**src/isa_pkg.sv**
```systemverilog
// package of constants for the input sample acquisition block
package isa_pkg;
    localparam int ISA_NUM_CHANNELS = 16;
    localparam int ISA_CH_W = 4;
    localparam int ISA_NUM_VOLT = 3;
    localparam int ISA_NUM_REF = 3;
    localparam int ISA_NUM_ACTIVE = ISA_NUM_VOLT + ISA_NUM_REF;
    localparam int ISA_SAMPLES_PER_CYCLE = 24;
    localparam int ISA_SAMPLE_W = 16;
    localparam int ISA_BIT_CNT_W = 5;
    localparam int ISA_DIN_W = 8;
    localparam int ISA_FILT_CNT_W = 4;
    localparam logic [ISA_FILT_CNT_W-1:0] ISA_FILT_LEN = 4'hF;
    localparam int ISA_CLK_MHZ = 100;
    localparam int ISA_SCLK_HALF = 4;
    localparam int ISA_SCLK_CNT_W = 3;
    localparam int ISA_PERIOD_W = 32;
    // default tick period: 50 Hz, 24 samples: 1/1200 s at 100 MHz
    localparam logic [ISA_PERIOD_W-1:0] ISA_PERIOD_RESET = 32'h0001_4585;
    localparam logic [ISA_CH_W-1:0] ISA_CH_VOLT0 = 4'h0;
    localparam logic [ISA_CH_W-1:0] ISA_CH_REF0 = 4'h3;
    localparam logic [ISA_CH_W-1:0] ISA_CH_RESET = 4'h0;
    localparam logic [ISA_DIN_W-1:0] ISA_DIN_RESET = 8'h00;
    localparam logic [7:0] ISA_ADDR_DIN_MAIN = 8'h00;
    localparam logic [7:0] ISA_ADDR_DIN_EXT = 8'h01;
    localparam int ISA_ADDR_W = 8;
    typedef enum logic [2:0] {
        ISA_IDLE, ISA_SETTLE, ISA_CONV, ISA_SHIFT, ISA_NEXT
    } isa_state_t;
endpackage

```
**src/isa_input_sample_acquisition.sv**
```systemverilog
// input sample acquisition: mux sequencing, sample pacing, serial link, digital inputs
`timescale 1ns/1ps
module isa_input_sample_acquisition
    import isa_pkg::*;
#(
    parameter int SETTLE_CYCLES = 8,
    parameter int DIN_W = ISA_DIN_W
) (
    input wire logic core_clk,
    input wire logic rst_n,
    // frequency tracking: processor-computed tick period in core_clk cycles
    input wire logic [ISA_PERIOD_W-1:0] track_period,
    input wire logic track_load,
    // multiplexer and converter
    output logic [ISA_CH_W-1:0] mux_sel,
    output logic adc_convst,
    input wire logic adc_busy,
    output logic adc_sclk,
    input wire logic adc_sdata,
    // dedicated sample link to processor serial port
    output logic link_fsync,
    output logic link_sclk,
    output logic link_sdata,
    output logic [ISA_CH_W-1:0] link_chan,
    // digital inputs
    input wire logic [DIN_W-1:0] din_main,
    input wire logic [DIN_W-1:0] din_ext,
    input wire logic ext_present,
    // parallel bus slave
    input wire logic bus_cs,
    input wire logic bus_rd,
    input wire logic [ISA_ADDR_W-1:0] bus_addr,
    output logic [DIN_W-1:0] bus_rdata,
    output logic bus_rvalid
);

    // ------------------------------------------------------------
    // synchronisers for pins
    // ------------------------------------------------------------
    logic busy_s1_reg, busy_s2_reg, sd_s1_reg, sd_s2_reg;
    logic [DIN_W-1:0] dm_s1_reg, dm_s2_reg, de_s1_reg, de_s2_reg;

    always_ff @(posedge core_clk or negedge rst_n) begin
        if (!rst_n) begin
            busy_s1_reg <= 1'b0;
            busy_s2_reg <= 1'b0;
            sd_s1_reg <= 1'b0;
            sd_s2_reg <= 1'b0;
            dm_s1_reg <= '0;
            dm_s2_reg <= '0;
            de_s1_reg <= '0;
            de_s2_reg <= '0;
        end else begin
            busy_s1_reg <= adc_busy;
            busy_s2_reg <= busy_s1_reg;
            sd_s1_reg <= adc_sdata;
            sd_s2_reg <= sd_s1_reg;
            dm_s1_reg <= din_main;
            dm_s2_reg <= dm_s1_reg;
            de_s1_reg <= din_ext;
            de_s2_reg <= de_s1_reg;
        end
    end

    // ------------------------------------------------------------
    // sample pacing
    // ------------------------------------------------------------
    logic [ISA_PERIOD_W-1:0] period_reg, period_next;
    logic [ISA_PERIOD_W-1:0] tick_cnt_reg, tick_cnt_next;
    logic tick;

    always_comb begin
        period_next = period_reg;
        tick_cnt_next = tick_cnt_reg + 32'h1;
        tick = 1'b0;
        // zero or tiny periods would starve the scan, so they are ignored
        if (track_load && track_period > 32'h0000_0400) begin
            period_next = track_period;
        end
        if (tick_cnt_reg >= period_reg - 32'h1) begin
            tick_cnt_next = '0;
            tick = 1'b1;
        end
    end

    always_ff @(posedge core_clk or negedge rst_n) begin
        if (!rst_n) begin
            period_reg <= ISA_PERIOD_RESET;
            tick_cnt_reg <= '0;
        end else begin
            period_reg <= period_next;
            tick_cnt_reg <= tick_cnt_next;
        end
    end

    // ------------------------------------------------------------
    // scan and conversion
    // ------------------------------------------------------------
    function automatic logic [ISA_CH_W-1:0] isa_chan(input logic [ISA_CH_W-1:0] idx);
        // voltages first, then references, always in this order
        if (idx < ISA_CH_W'(ISA_NUM_VOLT)) begin
            return ISA_CH_VOLT0 + idx;
        end else begin
            return ISA_CH_REF0 + (idx - ISA_CH_W'(ISA_NUM_VOLT));
        end
    endfunction

    isa_state_t state_reg, state_next;
    logic [ISA_CH_W-1:0] idx_reg, idx_next;
    logic [ISA_CH_W-1:0] mux_reg, mux_next;
    logic [15:0] wait_reg, wait_next;
    logic [ISA_BIT_CNT_W-1:0] bit_reg, bit_next;
    logic [ISA_SCLK_CNT_W-1:0] div_reg, div_next;
    logic sclk_reg, sclk_next;
    logic conv_reg, conv_next;
    logic fsync_reg, fsync_next;
    logic sdo_reg, sdo_next;
    logic [ISA_CH_W-1:0] lchan_reg, lchan_next;
    logic pending_reg, pending_next;

    always_comb begin
        state_next = state_reg;
        idx_next = idx_reg;
        mux_next = mux_reg;
        wait_next = wait_reg;
        bit_next = bit_reg;
        div_next = div_reg;
        sclk_next = sclk_reg;
        conv_next = 1'b0;
        fsync_next = 1'b0;
        sdo_next = sdo_reg;
        lchan_next = lchan_reg;
        // a tick during a running scan is held so no sample instant is lost
        pending_next = pending_reg | tick;
        case (state_reg)
            ISA_IDLE: begin
                if (pending_reg) begin
                    pending_next = tick;
                    idx_next = '0;
                    mux_next = isa_chan('0);
                    wait_next = 16'(SETTLE_CYCLES);
                    state_next = ISA_SETTLE;
                end
            end
            ISA_SETTLE: begin
                wait_next = wait_reg - 16'h1;
                if (wait_reg == 16'h0) begin
                    conv_next = 1'b1;
                    wait_next = 16'h3;
                    state_next = ISA_CONV;
                end
            end
            ISA_CONV: begin
                // allow the busy flag to rise through the synchroniser
                if (wait_reg != 16'h0) begin
                    wait_next = wait_reg - 16'h1;
                end else if (!busy_s2_reg) begin
                    bit_next = '0;
                    div_next = '0;
                    sclk_next = 1'b0;
                    fsync_next = 1'b1;
                    lchan_next = mux_reg;
                    state_next = ISA_SHIFT;
                end
            end
            ISA_SHIFT: begin
                div_next = div_reg + ISA_SCLK_CNT_W'(1);
                if (div_reg == ISA_SCLK_CNT_W'(ISA_SCLK_HALF - 1)) begin
                    div_next = '0;
                    sclk_next = ~sclk_reg;
                    if (!sclk_reg) begin
                        // rising edge: converter bit passes straight to the link
                        sdo_next = sd_s2_reg;
                    end else begin
                        bit_next = bit_reg + ISA_BIT_CNT_W'(1);
                        if (bit_reg == ISA_BIT_CNT_W'(ISA_SAMPLE_W - 1)) begin
                            state_next = ISA_NEXT;
                        end
                    end
                end
            end
            ISA_NEXT: begin
                if (idx_reg == ISA_CH_W'(ISA_NUM_ACTIVE - 1)) begin
                    state_next = ISA_IDLE;
                end else begin
                    idx_next = idx_reg + ISA_CH_W'(1);
                    mux_next = isa_chan(idx_reg + ISA_CH_W'(1));
                    wait_next = 16'(SETTLE_CYCLES);
                    state_next = ISA_SETTLE;
                end
            end
            default: begin
                state_next = ISA_IDLE;
            end
        endcase
    end

    always_ff @(posedge core_clk or negedge rst_n) begin
        if (!rst_n) begin
            state_reg <= ISA_IDLE;
            idx_reg <= '0;
            mux_reg <= ISA_CH_RESET;
            wait_reg <= '0;
            bit_reg <= '0;
            div_reg <= '0;
            sclk_reg <= 1'b0;
            conv_reg <= 1'b0;
            fsync_reg <= 1'b0;
            sdo_reg <= 1'b0;
            lchan_reg <= ISA_CH_RESET;
            pending_reg <= 1'b0;
        end else begin
            state_reg <= state_next;
            idx_reg <= idx_next;
            mux_reg <= mux_next;
            wait_reg <= wait_next;
            bit_reg <= bit_next;
            div_reg <= div_next;
            sclk_reg <= sclk_next;
            conv_reg <= conv_next;
            fsync_reg <= fsync_next;
            sdo_reg <= sdo_next;
            lchan_reg <= lchan_next;
            pending_reg <= pending_next;
        end
    end

    assign mux_sel = mux_reg;
    assign adc_convst = conv_reg;
    assign adc_sclk = sclk_reg;
    assign link_sclk = sclk_reg;
    assign link_fsync = fsync_reg;
    assign link_sdata = sdo_reg;
    assign link_chan = lchan_reg;

    // ------------------------------------------------------------
    // digital input filter and bus slave
    // ------------------------------------------------------------
    logic [DIN_W-1:0] fm_reg, fm_next, fe_reg, fe_next;
    logic [ISA_FILT_CNT_W-1:0] cm_reg [DIN_W];
    logic [ISA_FILT_CNT_W-1:0] cm_next [DIN_W];
    logic [ISA_FILT_CNT_W-1:0] ce_reg [DIN_W];
    logic [ISA_FILT_CNT_W-1:0] ce_next [DIN_W];
    logic [DIN_W-1:0] rdata_reg, rdata_next;
    logic rvalid_reg, rvalid_next;

    always_comb begin
        fm_next = fm_reg;
        fe_next = fe_reg;
        // a new level must hold for the full filter length to be accepted
        for (int i = 0; i < DIN_W; i++) begin
            cm_next[i] = (dm_s2_reg[i] == fm_reg[i]) ? '0 : cm_reg[i] + ISA_FILT_CNT_W'(1);
            if (cm_reg[i] == ISA_FILT_LEN) begin
                fm_next[i] = dm_s2_reg[i];
                cm_next[i] = '0;
            end
            ce_next[i] = (de_s2_reg[i] == fe_reg[i]) ? '0 : ce_reg[i] + ISA_FILT_CNT_W'(1);
            if (ce_reg[i] == ISA_FILT_LEN) begin
                fe_next[i] = de_s2_reg[i];
                ce_next[i] = '0;
            end
        end
        rdata_next = rdata_reg;
        rvalid_next = 1'b0;
        // only answers processor reads, never drives transfers itself
        if (bus_cs && bus_rd) begin
            rvalid_next = 1'b1;
            if (bus_addr == ISA_ADDR_DIN_MAIN) begin
                rdata_next = fm_reg;
            end else if (bus_addr == ISA_ADDR_DIN_EXT && ext_present) begin
                rdata_next = fe_reg;
            end else begin
                rdata_next = '0;
            end
        end
    end

    always_ff @(posedge core_clk or negedge rst_n) begin
        if (!rst_n) begin
            fm_reg <= ISA_DIN_RESET;
            fe_reg <= ISA_DIN_RESET;
            for (int i = 0; i < DIN_W; i++) begin
                cm_reg[i] <= '0;
                ce_reg[i] <= '0;
            end
            rdata_reg <= '0;
            rvalid_reg <= 1'b0;
        end else begin
            fm_reg <= fm_next;
            fe_reg <= fe_next;
            for (int i = 0; i < DIN_W; i++) begin
                cm_reg[i] <= cm_next[i];
                ce_reg[i] <= ce_next[i];
            end
            rdata_reg <= rdata_next;
            rvalid_reg <= rvalid_next;
        end
    end

    assign bus_rdata = rdata_reg;
    assign bus_rvalid = rvalid_reg;

endmodule

```
**config.mk**
```make
export PLATFORM = sky130hd
export DESIGN_NAME = isa_input_sample_acquisition
export DESIGN_NICKNAME = d
export VERILOG_FILES = /design/src/isa_pkg.sv /design/src/isa_input_sample_acquisition.sv
export SDC_FILE = /design/constraint.sdc
export NUM_CORES = 1
export LEC_CHECK = 0
export BUFFER_PORTS_ARGS = -buffer_cell sky130_fd_sc_hd__buf_2
export CORE_ASPECT_RATIO = 1.4
export CORE_UTILIZATION = 55
export CTS_CLUSTER_SIZE = 28
export DETAILED_ROUTE_END_ITERATION = 6
export PLACE_DENSITY = 0.74
export SLEW_MARGIN = 30
export SYNTH_ARGS = -nofsm -noshare
export SYNTH_HDL_FRONTEND = slang
export SYNTH_SLANG_ARGS = --single-unit
```
**constraint.sdc**
```tcl
create_clock -name core_clk -period 11 [get_ports core_clk]
set_clock_uncertainty 0.15 [all_clocks]
set_input_delay 0.55 -clock core_clk [delete_from_list [all_inputs] [get_ports core_clk]]
set_output_delay 0.55 -clock core_clk [all_outputs]
set_load 0.05 [all_outputs]
```
### Yosys cells after proc, flatten, opt, wreduce, memory -nomap -nowiden

Cells that the tools add are included.

* RAM bits: 0
* memories kept: 0
* input port bits: 64
* latch bits: 0
* bits in registers: 233
* bits in read-only memories: 0
* output and inout bits: 22
* word-level logic and storage cells: 231

* muxes and demuxes: 77
* divide/modulo/power cells: 0
* equality and inequality tests: 49
* $mul: 0
* shifts and indexed selects: 0
* add/sub/neg operators: 24
* magnitude comparators: 3
* bitwise logic cells: 4
* reductions and logical operators: 18

Operators with widths (number)
* $mux 4: 36
* $add 4x1->4 const B: 17
* $eq 4x4->1 const B: 16
* $mux 16: 4
* $pmux 16 s4: 1
* $add 32x1->32 const B: 1
* $ge 32x32->1: 1
* $gt 32x11->1 const B: 1
* $mux 32: 1
* $sub 32x1->32 const B: 1
* $mux 3: 10
* $mux 5: 4
* $ne 2x2->1 const B: 9
* $eq 1x1->1: 16
* $logic_not 16->1: 1
* $mux 8: 2
* $pmux 4 s2: 2
* $reduce_bool 16->1: 1
* $sub 16x1->16 const B: 1
* $pmux 3 s5: 1
* $mux 1: 13
* $reduce_and 3->1: 4
* $pmux 5 s2: 1
* $eq 3x2->1 const B: 3
* 22 further kinds: 28

### Logic depth before layout (Yosys ltp)

* word-level depth: 6
* gate-level depth with buffers: 14
* gate-level depth less buffers: 13

### Worst setup path after synthesis

Ideal clock, no wire load.

* path type: register -> register
* start: reg period_reg[23]
* end: reg tick_cnt_reg[2]
* arrival time: 3231 ps
* cell stages (with the launch flop): 13
* buffers on the path: 1
* clock period less this slack: 3519 ps
* setup time: 138 ps
* required time: 10712 ps
* slack: 7481 ps
* cells stage by stage: dfrtp_1 -> or4_1 -> or3_1 -> or3_1 -> nor3_1 -> xnor2_1 -> ha_1 -> nand4_1 -> nor4_1 -> o311ai_0 -> a31oi_1 -> buf_2 -> nor3_1

* word-level cells in the longest chain between the ends: 3

RTL lines
* from (decl): RTL line isa_input_sample_acquisition.sv:68 `logic [ISA_PERIOD_W-1:0] period_reg, period_next;`
* from (signal assigned): RTL line isa_input_sample_acquisition.sv:91 `period_reg <= period_next;`
* $sub 32x1->32: RTL line isa_input_sample_acquisition.sv:80 `if (tick_cnt_reg >= period_reg - 32'h1) begin`
* $ge 32x32->1: RTL line isa_input_sample_acquisition.sv:80
* $mux 32: RTL line isa_input_sample_acquisition.sv:80
* via tick_cnt_next[2]: RTL line isa_input_sample_acquisition.sv:69 `logic [ISA_PERIOD_W-1:0] tick_cnt_reg, tick_cnt_next;`
* to (signal assigned): RTL line isa_input_sample_acquisition.sv:92 `tick_cnt_reg <= tick_cnt_next;`
* to (decl): RTL line isa_input_sample_acquisition.sv:69

The timed path passes the listed nets, and every way through them passes these cells.
A chain may end at the register's enable or synchronous reset.

### Worst setup path after layout

* start: reg period_reg[11]
* end: reg tick_cnt_reg[1]

Same word-level chain as after synthesis.

==> qor.yml <==
path_class: "reg2reg"
reg2reg_depth: 12
ir_worst_vdd_mv: 0.143
cp-end-kind: "register"
setup_violations: 0
critPathArrivalTime_ns: 4.25
synthAdderAreaFrac_pct: 6.43
grt_max_degree: 95
clock-sinks: 229
use_met1_pct: 25.3
clockBufferDepth: 3
drive_gt1_share_pct: 18.6
place_congestion: 0.862
antenna_found_initial: 0
async_reset_ff_share_pct: 100
vias: 7540
die_w_um: 121
min_period_ns: 4.02
grt_pass1_wl_um: 34300
run_status: "finished clean"
first_pass_iters: 4
fin_setup_tns_ns: 0
final_core_util_pct: 65.1
synthMuxAreaShare_pct: 6.36
critPathMaxFanout: 33
nets: 1215
pin_count: 86
n_antenna_cell: 0
pre_cts_ws_ns: 6.93
power_density_mw_per_mm2: 178
hold_viol: 0
overflow: 0
r2r-start: "period_reg[11]"
route.detailed.drc: 0
clockRootBuffer: "clkbuf_16"
layoutNonFillerInstCount: 1358
grt_pass1_vias: 7545
required_ns: 11.22
wl_um: 19800
synth.distinct_cells: 61
finalPower_mw: 2.23
synth_fp_nets: 1099
netlist_instances: 979
cts_repair_resize_count: 0
dpl-instance-area_mm2: 0.0116
hold_buffers: 18
initial_core_util_pct: 56.5
syn_area_mm2: 0.0109
max_freq_ghz: 0.248
syn_avg_cell_area_um2: 11.1
final_cell_mix: "dfrtp_1 (222), nor2_1 (100), buf_2 (84), xnor2_1 (62), nand3_1 (60)"
synth-xor-area-share_pct: 8.68
clk_pin_slew_worst_paths_ns: 0.06
worst_pin_slew_ns: 0.879
core_mm2: 0.0193
slew_viol_final: 0
hold_class: "in2reg"
final_area_mm2: 0.0126
clkLatencyLatePin_ns: 0.52
min_to: "period_reg[6]"
htree_levels: 1
io_buffers: 85
wl_per_cell_um: 14.6
cts_tree: "yes"
synth-edff-count: 0
yosysSeqAreaShare_pct: 52.7
die_y_um: 169
busiest_layer: "met2"
worst_slack_ns: 6.98
final_antenna_net_count: 0
synth_ff_type: "dfrtp_1"
synth-simple-area-share_pct: 17.6
synth_compound_area_share_pct: 6.17
whs_ns: 0.108
cap_violations: 0
synth_top_family_by_area: "simple AND/OR/NAND/NOR gates"
r2r_end: "tick_cnt_reg[1]"
drt_iter0_markers: 353
use_met3_pct: 2.90
slew_headroom_pct: 40.9
grt_setup_unrepaired: "no"
met2_usage_pct: 36.4
min_from: "track_period[6]"
fin_crit_sh_pct: 36.6
syn2layout_area_growth_pct: 15.3
ff2ff_setup_slack_ns: 6.98
rows: 60
yosysWarningCount: 0
layout_commonest_cell: "dfrtp_1"
fillers: 1564
track_usage_pct: 20.3
vias_per_cell: 5.55
dpl.hpwl_um: 13600
holdPathStages: 2
cts_setup_buffers: 0
synth_seq_cells: 229
dieArea_mm2: 0.0204
dp_cells: 1298
cp-start-kind: "register"
numCtsBuffers: 24
power_leakage_nw: 5.78
layer usage:
layer,wire (um),part of all wire (%)
met5,0,0
met2,10200,52
met1,8390,42
met4,390,2.0
met3,771,3.9
worst max-delay path by stage:
stage                   startpoint               end  slack (ns)  cells past startpoint
floorplan           period_reg[23]   tick_cnt_reg[2]        7.48                     12
global placement    period_reg[11]   tick_cnt_reg[1]        7.08                     12
detailed placement  period_reg[11]  tick_cnt_reg[29]        6.93                     12
CTS                 period_reg[11]  tick_cnt_reg[29]        6.94                     12
global route        period_reg[11]  tick_cnt_reg[29]        6.54                     12
finish              period_reg[11]   tick_cnt_reg[1]        6.98                     12
where the power goes:
group | switching (mW) | total [mW] | internal, mW | leakage, nW
clock network | 0.315 | 0.791 | 0.477 | 0.380
registers | 0.0837 | 0.999 | 0.915 | 2.95
logic | 0.262 | 0.442 | 0.181 | 2.45
cells in the mapped netlist, types with 3 or more instances:
master    instances  area [um2]
nor2b_1           6        37.5
a21oi_1          17        85.1
o21ai_0          20         100
a21o_1            6        45.0
xnor2_1          62         543
buf_2             3        15.0
mux2i_1           4        40.0
nor4_1           14        87.6
and4_1            3        26.3
nand4_1          15        93.8
nand3_1          60         300
nand2b_1         23         144
nor3_1           55         275
nor2_1          100         375
a22oi_1           8        60.1
inv_1            31         116
mux2_2           57         642
o22ai_1           3        18.8
clkbuf_1          9        33.8
a22o_1            6        52.6
ha_1             56         701
xor2_1           46         403
buf_4             5        37.5
nor4_2            3        37.5
dfrtp_1         222        5560
nand2_1          51         191
or3_1             9        56.3
or4_1             7        52.6
a31o_2            3        26.3
a211oi_1          7        52.6
o31ai_1           3        22.5
and3_1           10        62.6
o31a_1            3        26.3
dfstp_2           7         184
a31oi_1           7        43.8
cells by family after synthesis:
family | Yosys count
simple gates | 375
flops | 229
xor+xnor | 108
compound gates | 99
mux | 62
fa+ha+maj | 56
buf+inv | 50
critical path, cell delays in order (launching register included):
cell and delay, ns:
dfrtp_1 0.42, or4_1 0.56, nor3_1 0.34, nand3_1 0.27, nor4_1 0.29, xnor2_1 0.12, ha_1 0.32, nand4_1 0.11
nor4_1 0.41, o311ai_0 0.27, a31oi_2 0.19, buf_4 0.35, nor3b_1 0.10
layout make-up:
| type | instances | area [um2] | area share [%] |
|---|---|---|---|
| multi-input cells | 700 | 4950 | 39.4 |
| flip-flops and latches | 229 | 5740 | 45.7 |
| inverters | 31 | 116 | 0.926 |
| repair buffers | 109 | 663 | 5.28 |
| clock inverters | 4 | 47.5 | 0.379 |
| well taps | 248 | 310 | 2.47 |
| clock buffers | 37 | 731 | 5.82 |
(Power assumes the default switching activity.)
